`config.mk`:
```
export PLATFORM = sky130hd
export DESIGN_NAME = sctl_clock_ctrl
export DESIGN_NICKNAME = d
export VERILOG_FILES = /design/src/rtl/sctl_pkg.sv /design/src/rtl/sctl_clock_ctrl.sv
export VERILOG_INCLUDE_DIRS = /design/src /design/src/rtl
export SDC_FILE = /design/constraint.sdc
export NUM_CORES = 1
export LEC_CHECK = 0
export CORE_MARGIN = 3
export CORE_UTILIZATION = 35
export CTS_BUF_LIST = sky130_fd_sc_hd__clkbuf_4
export CTS_CLUSTER_SIZE = 20
export DETAILED_ROUTE_END_ITERATION = 10
export DONT_BUFFER_PORTS = 1
export GPL_ROUTABILITY_DRIVEN = 1
export HOLD_SLACK_MARGIN = 0.06
export MAX_ROUTING_LAYER = met4
export SYNTH_ARGS = -nofsm -noshare
export SYNTH_HDL_FRONTEND = slang
export SYNTH_SLANG_ARGS = --single-unit
export TNS_END_PERCENT = 100
```
`constraint.sdc`:
```
create_clock -name clk_sys_i -period 3.25 [get_ports clk_sys_i]
set_clock_uncertainty 0.1 [all_clocks]
set_input_delay 0.325 -clock clk_sys_i [delete_from_list [all_inputs] [get_ports clk_sys_i]]
set_output_delay 0.325 -clock clk_sys_i [all_outputs]
set_load 0.02 [all_outputs]
```
`src/rtl/sctl_defines.svh`:
```
`ifndef SCTL_DEFINES_SVH
`define SCTL_DEFINES_SVH

// register indexes; byte address is four times the index
`define SCTL_IDX_DIV_CTRL    6'h26
`define SCTL_IDX_TRIM        6'h27
`define SCTL_IDX_MCU_CTRL    6'h28
`define SCTL_IDX_STATUS      6'h29

// clock_divider_control fields
`define SCTL_DIV_UNLOCK_BIT  7
`define SCTL_DIV_SEL_MSB     3
`define SCTL_DIV_UNLOCK_WORD 8'h80
`define SCTL_DIV_SEL_RST     4'h0
`define SCTL_DIV_SEL_FUSE    4'h3
`define SCTL_DIV_SEL_MAX     4'h8

// rc_oscillator_trim fields
`define SCTL_TRIM_RANGE_BIT  7
`define SCTL_TRIM_FINE_MSB   6

// mcu_control_reg fields
`define SCTL_SLEEP_ARM_BIT   5
`define SCTL_SLEEP_KIND_MSB  4
`define SCTL_SLEEP_KIND_LSB  3

// status fields
`define SCTL_STAT_SLEEP_BIT  4
`define SCTL_STAT_STALL_BIT  5
`define SCTL_STAT_UNLK_BIT   6

// timing counts in clk_sys_i cycles
`define SCTL_UNLOCK_CYCLES   3'h4
`define SCTL_STALL_CYCLES    8'h04
`define SCTL_STANDBY_CYCLES  8'h06
`define SCTL_PWRDN_CYCLES    8'h10

`endif

```
`src/rtl/sctl_pkg.sv`:
```
package sctl_pkg;

  // sleep controller states
  typedef enum logic [1:0] {
    SCTL_RUN,
    SCTL_SLEEP,
    SCTL_STARTUP,
    SCTL_STALL
  } sctl_state_e;

  // sleep_kind_field encodings
  typedef enum logic [1:0] {
    SCTL_KIND_IDLE,
    SCTL_KIND_NOISE,
    SCTL_KIND_PWRDN,
    SCTL_KIND_STANDBY
  } sctl_kind_e;

  // enabled interrupt requests that may wake the core
  typedef struct packed {
    logic ext_irq_zero;
    logic ext_irq_zero_level;
    logic pin_change;
    logic nvm_ready;
    logic adc_done;
    logic other_io;
    logic watchdog;
  } sctl_wake_s;

  // clock domain enables
  typedef struct packed {
    logic cpu;
    logic flash;
    logic io;
    logic adc;
    logic osc;
  } sctl_gate_s;

endpackage

```
`src/rtl/sctl_clock_ctrl.sv`:
```
`include "sctl_defines.svh"
`timescale 1ns/1ps
`default_nettype none

module sctl_clock_ctrl #(
  parameter logic [7:0] PWRDN_STARTUP = `SCTL_PWRDN_CYCLES
) (
  // clock and reset
  input  wire logic                 clk_sys_i,
  input  wire logic                 rst_i,
  // avalon-mm slave, byte address
  input  wire logic [7:0]           avs_address_i,
  input  wire logic                 avs_read_i,
  input  wire logic                 avs_write_i,
  input  wire logic [31:0]          avs_writedata_i,
  input  wire logic [3:0]           avs_byteenable_i,
  output logic [31:0]               avs_readdata_o,
  output logic                      avs_waitrequest_o,
  // fuses and factory data, static pins
  input  wire logic                 div8_boot_fuse_i,
  input  wire logic [7:0]           factory_trim_i,
  input  wire logic                 xtal_selected_i,
  // core side
  input  wire logic                 sleep_instr_i,
  input  wire sctl_pkg::sctl_wake_s wake_i,
  output logic                      cpu_stall_o,
  output logic                      wake_resume_o,
  // oscillator trim
  output logic                      trim_range_bit_o,
  output logic [6:0]                trim_fine_field_o,
  // divided clock and domain enables
  output logic                      sysclk_tick_o,
  output sctl_pkg::sctl_gate_s      gate_o
);

  // register hit on a word-aligned byte address
  function automatic logic reg_hit(input logic [7:0] addr,
                                   input logic [5:0] idx);
    reg_hit = (addr == {idx, 2'b00});
  endfunction

  // counter mask for a select code
  function automatic logic [7:0] div_mask(input logic [3:0] sel);
    logic [7:0] m;
    m = 8'hFF;
    if (sel <= `SCTL_DIV_SEL_MAX)
    begin
      m = 8'((9'h001 << sel) - 9'h001);
    end
    div_mask = m;
  endfunction

  // static pins pass two flops before use
  logic       fuse_meta;
  logic       fuse_sync;
  logic [7:0] ftrim_meta;
  logic [7:0] ftrim_sync;
  logic       xtal_meta;
  logic       xtal_sync;

  always_ff @(posedge clk_sys_i)
  begin
    fuse_meta  <= div8_boot_fuse_i;
    fuse_sync  <= fuse_meta;
    ftrim_meta <= factory_trim_i;
    ftrim_sync <= ftrim_meta;
    xtal_meta  <= xtal_selected_i;
    xtal_sync  <= xtal_meta;
  end

  // register state
  logic [7:0] trim;
  logic [3:0] div_sel;
  logic       unlock;
  logic [2:0] unlock_cnt;
  logic       sleep_arm;
  logic [1:0] sleep_kind;

  // bus decode
  wire       wr_lane0  = avs_write_i & avs_byteenable_i[0];
  wire [7:0] wdata     = avs_writedata_i[7:0];
  wire       hit_div   = reg_hit(avs_address_i, `SCTL_IDX_DIV_CTRL);
  wire       hit_trim  = reg_hit(avs_address_i, `SCTL_IDX_TRIM);
  wire       hit_mcu   = reg_hit(avs_address_i, `SCTL_IDX_MCU_CTRL);
  wire       hit_stat  = reg_hit(avs_address_i, `SCTL_IDX_STATUS);
  wire       wr_div    = wr_lane0 & hit_div;
  wire       wr_trim   = wr_lane0 & hit_trim;
  wire       wr_mcu    = wr_lane0 & hit_mcu;

  // unlock decode
  // exact unlock word
  wire unlock_req   = wr_div & (wdata == `SCTL_DIV_UNLOCK_WORD);
  wire sel_write    = wr_div & ~wdata[`SCTL_DIV_UNLOCK_BIT];
  wire sel_accept   = sel_write & unlock;
  wire unlock_tmo   = unlock & (unlock_cnt == `SCTL_UNLOCK_CYCLES - 3'h1);

  // factory trim at reset; software may overwrite
  always_ff @(posedge clk_sys_i)
  begin
    if (rst_i)
      trim <= ftrim_sync;
    else if (wr_trim)
      trim <= wdata;
  end

  // range bit and fine field drive the oscillator
  assign trim_range_bit_o  = trim[`SCTL_TRIM_RANGE_BIT];
  assign trim_fine_field_o = trim[`SCTL_TRIM_FINE_MSB:0];

  // unlock window; a second unlock write is ignored
  always_ff @(posedge clk_sys_i)
  begin
    if (rst_i)
    begin
      unlock     <= 1'b0;
      unlock_cnt <= 3'h0;
    end
    // select write or timeout closes window
    else if (unlock)
    begin
      unlock     <= ~(unlock_tmo | sel_write);
      unlock_cnt <= 3'(unlock_cnt + 3'h1);
    end
    else if (unlock_req)
    begin
      unlock     <= 1'b1;
      unlock_cnt <= 3'h0;
    end
  end

  // select field; fuse chooses the boot value
  always_ff @(posedge clk_sys_i)
  begin
    if (rst_i)
      div_sel <= fuse_sync ? `SCTL_DIV_SEL_FUSE : `SCTL_DIV_SEL_RST;
    else if (sel_accept)
      div_sel <= wdata[`SCTL_DIV_SEL_MSB:0];
  end

  // sleep control bits
  always_ff @(posedge clk_sys_i)
  begin
    if (rst_i)
    begin
      sleep_arm  <= 1'b0;
      sleep_kind <= 2'h0;
    end
    else if (wr_mcu)
    begin
      sleep_arm  <= wdata[`SCTL_SLEEP_ARM_BIT];
      sleep_kind <= wdata[`SCTL_SLEEP_KIND_MSB:`SCTL_SLEEP_KIND_LSB];
    end
  end

  // divider: new setting only applied at a tick of the old one,
  // so the first new period is a full one
  logic [7:0] div_cnt;
  logic [3:0] act_sel;
  wire  [7:0] act_mask = div_mask(act_sel);
  wire        div_wrap = (div_cnt == act_mask);

  // power-of-two divide, reserved codes clamp to 256
  always_ff @(posedge clk_sys_i)
  begin
    if (rst_i)
    begin
      div_cnt       <= 8'h00;
      act_sel       <= `SCTL_DIV_SEL_RST;
      sysclk_tick_o <= 1'b0;
    end
    else
    begin
      sysclk_tick_o <= div_wrap;
      if (div_wrap)
      begin
        div_cnt <= 8'h00;
        // switch only at a period boundary
        act_sel <= div_sel;
      end
      else
      begin
        div_cnt <= 8'(div_cnt + 8'h01);
      end
    end
  end

  // sleep state machine
  sctl_pkg::sctl_state_e state;
  sctl_pkg::sctl_state_e next_state;
  sctl_pkg::sctl_kind_e  kind;
  logic [7:0]            wait_cnt;
  logic [7:0]            next_wait_cnt;

  // kind 11 without a crystal behaves as power-down
  wire kind_standby = (sleep_kind == 2'h3) & xtal_sync;
  wire [1:0] eff_kind = (sleep_kind == 2'h3 && !xtal_sync)
                        ? 2'h2 : sleep_kind;

  // wake sources; ext_irq_zero only counts as level outside idle
  // edge requests ignored outside idle
  wire ext0_lvl  = wake_i.ext_irq_zero & wake_i.ext_irq_zero_level;
  wire wake_any  = wake_i.ext_irq_zero | wake_i.pin_change
                 | wake_i.nvm_ready | wake_i.adc_done
                 | wake_i.other_io | wake_i.watchdog;
  wire wake_noise = ext0_lvl | wake_i.pin_change | wake_i.nvm_ready
                  | wake_i.adc_done | wake_i.watchdog;
  wire wake_deep  = ext0_lvl | wake_i.pin_change | wake_i.watchdog;

  logic wake_hit;
  logic [7:0] startup_len;

  // wake source and start-up length by mode
  always_comb
  begin
    wake_hit    = 1'b0;
    startup_len = 8'h00;
    unique case (kind)
      sctl_pkg::SCTL_KIND_IDLE:
        wake_hit = wake_any;
      sctl_pkg::SCTL_KIND_NOISE:
        wake_hit = wake_noise;
      sctl_pkg::SCTL_KIND_PWRDN:
      begin
        wake_hit    = wake_deep;
        startup_len = PWRDN_STARTUP;
      end
      sctl_pkg::SCTL_KIND_STANDBY:
      begin
        wake_hit    = wake_deep;
        startup_len = `SCTL_STANDBY_CYCLES;
      end
    endcase
  end

  // next state
  always_comb
  begin
    next_state    = state;
    next_wait_cnt = wait_cnt;
    unique case (state)
      sctl_pkg::SCTL_RUN:
      begin
        if (sleep_instr_i && sleep_arm)
          next_state = sctl_pkg::SCTL_SLEEP;
      end
      sctl_pkg::SCTL_SLEEP:
      begin
        if (wake_hit)
        begin
          next_wait_cnt = 8'h00;
          next_state    = (startup_len == 8'h00)
                          ? sctl_pkg::SCTL_STALL
                          : sctl_pkg::SCTL_STARTUP;
        end
      end
      sctl_pkg::SCTL_STARTUP:
      begin
        next_wait_cnt = 8'(wait_cnt + 8'h01);
        if (wait_cnt == 8'(startup_len - 8'h01))
        begin
          next_wait_cnt = 8'h00;
          next_state    = sctl_pkg::SCTL_STALL;
        end
      end
      sctl_pkg::SCTL_STALL:
      begin
        next_wait_cnt = 8'(wait_cnt + 8'h01);
        if (wait_cnt == `SCTL_STALL_CYCLES - 8'h01)
        begin
          next_wait_cnt = 8'h00;
          next_state    = sctl_pkg::SCTL_RUN;
        end
      end
    endcase
  end

  // state registers; kind latched when sleep begins
  // reset forces run from any sleep state
  always_ff @(posedge clk_sys_i)
  begin
    if (rst_i)
    begin
      state    <= sctl_pkg::SCTL_RUN;
      kind     <= sctl_pkg::SCTL_KIND_IDLE;
      wait_cnt <= 8'h00;
    end
    else
    begin
      state    <= next_state;
      wait_cnt <= next_wait_cnt;
      if (state == sctl_pkg::SCTL_RUN)
        kind <= sctl_pkg::sctl_kind_e'(kind_standby ? 2'h3 : eff_kind);
    end
  end

  // domain enables; gating only, so core state is kept
  sctl_pkg::sctl_gate_s next_gate;

  // clocks stop, storage is never reset here
  always_comb
  begin
    next_gate = 5'b11111;
    unique case (next_state)
      sctl_pkg::SCTL_RUN:
        next_gate = 5'b11111;
      sctl_pkg::SCTL_SLEEP:
      begin
        unique case (eff_kind_sel(state, kind, kind_standby, eff_kind))
          2'h0: next_gate = 5'b00111;
          2'h1: next_gate = 5'b00011;
          2'h2: next_gate = 5'b00000;
          2'h3: next_gate = 5'b00001;
        endcase
      end
      // oscillator restarting, domains still held
      sctl_pkg::SCTL_STARTUP:
        next_gate = 5'b00001;
      // core halted, rest running
      sctl_pkg::SCTL_STALL:
        next_gate = 5'b01111;
    endcase
  end

  // kind in force: fresh from registers on entry, latched after
  function automatic logic [1:0] eff_kind_sel(
    input sctl_pkg::sctl_state_e st,
    input sctl_pkg::sctl_kind_e  latched,
    input logic                  stby,
    input logic [1:0]            fresh);
    eff_kind_sel = (st == sctl_pkg::SCTL_RUN)
                   ? (stby ? 2'h3 : fresh) : 2'(latched);
  endfunction

  // registered outputs of the sleep logic
  always_ff @(posedge clk_sys_i)
  begin
    if (rst_i)
    begin
      gate_o        <= 5'b11111;
      cpu_stall_o   <= 1'b0;
      wake_resume_o <= 1'b0;
    end
    else
    begin
      gate_o        <= next_gate;
      cpu_stall_o   <= (next_state != sctl_pkg::SCTL_RUN);
      // one pulse as the core restarts after the instruction
      wake_resume_o <= (state == sctl_pkg::SCTL_STALL)
                     & (next_state == sctl_pkg::SCTL_RUN);
    end
  end

  // read mux; status shows live block state
  logic [7:0] rd_byte;

  always_comb
  begin
    rd_byte = 8'h00;
    if (hit_div)
    begin
      rd_byte = {unlock, 3'h0, div_sel};
    end
    else if (hit_trim)
      rd_byte = trim;
    else if (hit_mcu)
      rd_byte = {2'h0, sleep_arm, sleep_kind, 3'h0};
    else if (hit_stat)
    begin
      rd_byte = 8'h00;
      rd_byte[3:0] = act_sel;
      rd_byte[`SCTL_STAT_SLEEP_BIT] = (state == sctl_pkg::SCTL_SLEEP);
      rd_byte[`SCTL_STAT_STALL_BIT] = (state != sctl_pkg::SCTL_RUN);
      rd_byte[`SCTL_STAT_UNLK_BIT]  = unlock;
    end
  end

  // reads take two cycles so read data come from a flop;
  // writes finish in the cycle they are seen
  logic rd_ack;

  always_ff @(posedge clk_sys_i)
  begin
    if (rst_i)
    begin
      rd_ack         <= 1'b0;
      avs_readdata_o <= 32'h00000000;
    end
    else
    begin
      rd_ack <= avs_read_i & ~rd_ack;
      if (avs_read_i && !rd_ack)
        avs_readdata_o <= {24'h000000, rd_byte};
    end
  end

  assign avs_waitrequest_o = avs_read_i & ~rd_ack;

endmodule

`default_nettype wire

```
==> impl_metrics.yaml <==
placement:
  hpwl_um: 5930
  place.gp.congestion: 0.828
  io_buffers: 0
worst_setup_path:
  cp-end-kind: "flop"
  path_buf_inv: 1
  cp_cell_sequence: "nand2_1, ha_1, xnor2_1, nor3_1, a31oi_1, o22ai_1, inv_1, ha_1, or2_2, nor2_1, a21boi_0, nand2_1"
  cpPeakStageDelay_ns: 0.46
  critPathLaunchType: "flop"
  cp.arrival_ns: 3.27
  rrSetupSlack_ns: 0.19
  worstReg2RegStart: "kind[1]"
  critPathMaxFanout: 7
  startpoint: "kind[1]"
  worstPathRequired_ns: 3.46
  path_class: "flop to flop"
  critPathSlowestCell: "dfxtp_1"
  critical-path-top-delay-family: "simple AND/OR/NAND/NOR gates"
cells_and_area:
  nNetsFinal: 508
  multi_input_area_sq_um: 1880
  fillers: 1054
  final_layout_size_suffix_gt1_share_pct: 8.51
  n_antenna_cell: 0
  seq_area_sq_um: 1720
  area_growth_pct: 10.9
worst_hold_path:
  hold_path_class: "input port to flop"
  holdCritStartpoint: "avs_address_i[2]"
timing:
  fin_crit_ns: 3.06
  hold_viol_final: 0
  tightestPinTransition_ns: 0.530
  period_share_pct: 94.2
  slew_violations: 0
  finalSetupViolations: 0
  holdWs_ns: 0.105
  max_freq_ghz: 0.327
  rsz0062_at_grt: "no"
  tns_ns: 0
  max_slew_margin_pct: 64.2
floorplan:
  core_area_sq_um: 10500
  die_w_um: 111
  die_y_um: 111
  rows: 37
  die_area_sq_um: 12200
  initial_core_util_pct: 36.5
  io_pins: 115
clock_network:
  cts_sinks: 80
  cts_buffers: 9
  clock_latency_ns: 0.43
  cts-root-buf: "clkbuf_4"
  cts_tree: "built"
  path_clk_slew_ns: 0.12
  cts_buffer_depth: 2
  h-tree-depth: 3
  cts_resized: 0
detailed_routing:
  dr.pass1.iters: 4
  met1_length_um: 3580
  wl_met2_um: 3960
  drt-initial-drc-count: 146
  wl_um: 8280
  ant_nets: 0
  num_vias: 2968
  via_per_inst: 5.20
  route.met3.wl_um: 641
  top_layer_used: "met4"
  route.detailed.drc: 0
  avgRoutedWirePerCell_um: 14.5
grt:
  grt_usage_pct: 13.8
  gr-total-overflow: 0
  grt_max_degree: 49
  grt_first_pass_wirelength_um: 13500
  grt_pass1_vias: 2815
  antenna_found_initial: 0
yosys:
  synth_flop_cell: "dfxtp_1"
  synth_edf_count: 12
  synthCells: 409
  ys_seq_area_share_pct: 45.0
  synth.distinct_cells: 67
  ys_seq_elements: 80
  avgSynthCellArea_sq_um: 9.35
  async_flop_share_pct: 0
  yosysWarnings: 0
  synth.cell_area_sq_um: 3820
run_status:
  status: "completed"
pwr:
  peakVddDrop_uv: 364
  p_total_uw: 2280
  p_leak_uw: 0.00158
  power.density_nw_per_um2: 538
flow_run:
  maxCapViolCount: 0
-- cell usage after synthesis (all sizes together) (3+ instances only) --
cell / n / area (sq um)
xor2: 6 / 52.6
edfxtp: 12 / 360
nand2b: 12 / 75.1
mux2i: 10 / 100
a32o: 4 / 40.0
nor2: 24 / 90.1
a31oi: 4 / 25.0
nor3: 15 / 75.1
ha: 12 / 150
buf: 34 / 229
a21oi: 18 / 93.8
inv: 12 / 45.0
o221ai: 3 / 26.3
mux2: 4 / 45.0
a32oi: 3 / 26.3
and3: 6 / 37.5
or2: 6 / 37.5
and2: 5 / 31.3
nand2: 48 / 180
a21o: 4 / 30.0
nand3: 23 / 115
a211o: 3 / 26.3
xnor2: 5 / 43.8
nor4: 5 / 61.3
dfxtp: 68 / 1360
o21ai: 10 / 50.1
clkbuf: 6 / 22.5
o2111ai: 3 / 26.3
a311oi: 3 / 32.5
-- registers in the layout, indices dropped and copies added, names as in the netlist, 2 cells and up --
name            flops
ftrim_sync          8
avs_readdata_o      8
gate_o              5
unlock_cnt          3
kind                2
act_sel             4
sleep_kind          2
div_cnt             8
div_sel             4
trim                8
ftrim_meta          8
state               2
wait_cnt            8
-- cells by family after synthesis --
| group | after synthesis | synth area share [%] |
|---|---|---|
| xor+xnor | 11 | 2.52 |
| compound gates | 76 | 14.5 |
| buf+inv | 54 | 7.95 |
| simple gates | 161 | 22.2 |
| fa+ha+maj | 12 | 3.93 |
| flops | 80 | 45.0 |
| other cells | 1 | 0.0981 |
| mux | 14 | 3.80 |
-- metrics by stage --
step / util [%] / instances / area, sq um / worst slack [ns]
2_1_floorplan: - / 432 / 3910 / 0.450
3_3_place_gp: 36.9 / 532 / 3860 / 0.339
3_5_place_dp: 36.9 / 532 / 3860 / 0.257
4_1_cts: 40.5 / 571 / 4240 / 0.233
5_1_grt: 40.5 / 571 / 4240 / 0.0324
6_report: 40.5 / 571 / 4240 / 0.188
-- final cells by class --
type                    instances  area share (%)
inverters                      14            1.24
flip-flops and latches         80            40.6
clock inverters                 6            1.56
multi-input cells             298            44.4
clock buffers                  10            1.77
repair buffers                 27            6.38
well taps                     136            4.01
-- metal layers --
layer	vias up	GRT usage [%]
met4	0	5.09
met3	10	4.33
met2	107	22.2
met5	-	-
met1	1394	16.3
li1	1457	-
-- power by group --
part           leakage, uW  switching, uW  internal (uW)  total [uW]
logic             0.000833            292            225         517
clock network    0.0000711            348            246         594
registers         0.000676           97.0           1070        1170
total              0.00158            737           1540        2280
-- timing repair --
action                                  4_1_cts  5_1_grt
setup buffers                                 0        0
hold buffers                                 23        0
endpoints found under the setup margin        0        0
hold endpoints to repair                     60        0
-- tightest hold or removal path, cell delays in order --
cell and delay [ns]:
nor3_1 0.03, o21ai_0 0.16, a21oi_1 0.07
-- worst paths after layout --
path / depth (start not counted) / end
hold / removal: 3 / avs_readdata_o[4]
setup / recovery: 12 / gate_o[0]
hold reg to reg: 0 / xtal_sync
setup reg to reg: 12 / gate_o[0]
-- cell usage in the layout, fill, tap and decap left out, types with 3 or more instances in the layout --
master,instances
dfxtp_1,68
nand2_1,48
nor2_1,24
conb_1,24
nand3_1,23
dlygate4sd3_1,22
a21oi_1,17
nor3_1,15
nand2b_1,12
inv_1,12
ha_1,12
edfxtp_1,12
o21ai_0,10
mux2i_1,10
clkbuf_4,10
and3_1,6
xor2_1,6
xnor2_1,5
a21o_1,4
or2_2,4
a31oi_1,4
mux2_2,4
and2_1,4
a32o_1,4
buf_4,4
clkinv_1,3
nor4_1,3
a211o_1,3
o221ai_1,3
a32oi_1,3
o2111ai_1,3
Power figures use the tool's default switching activity.
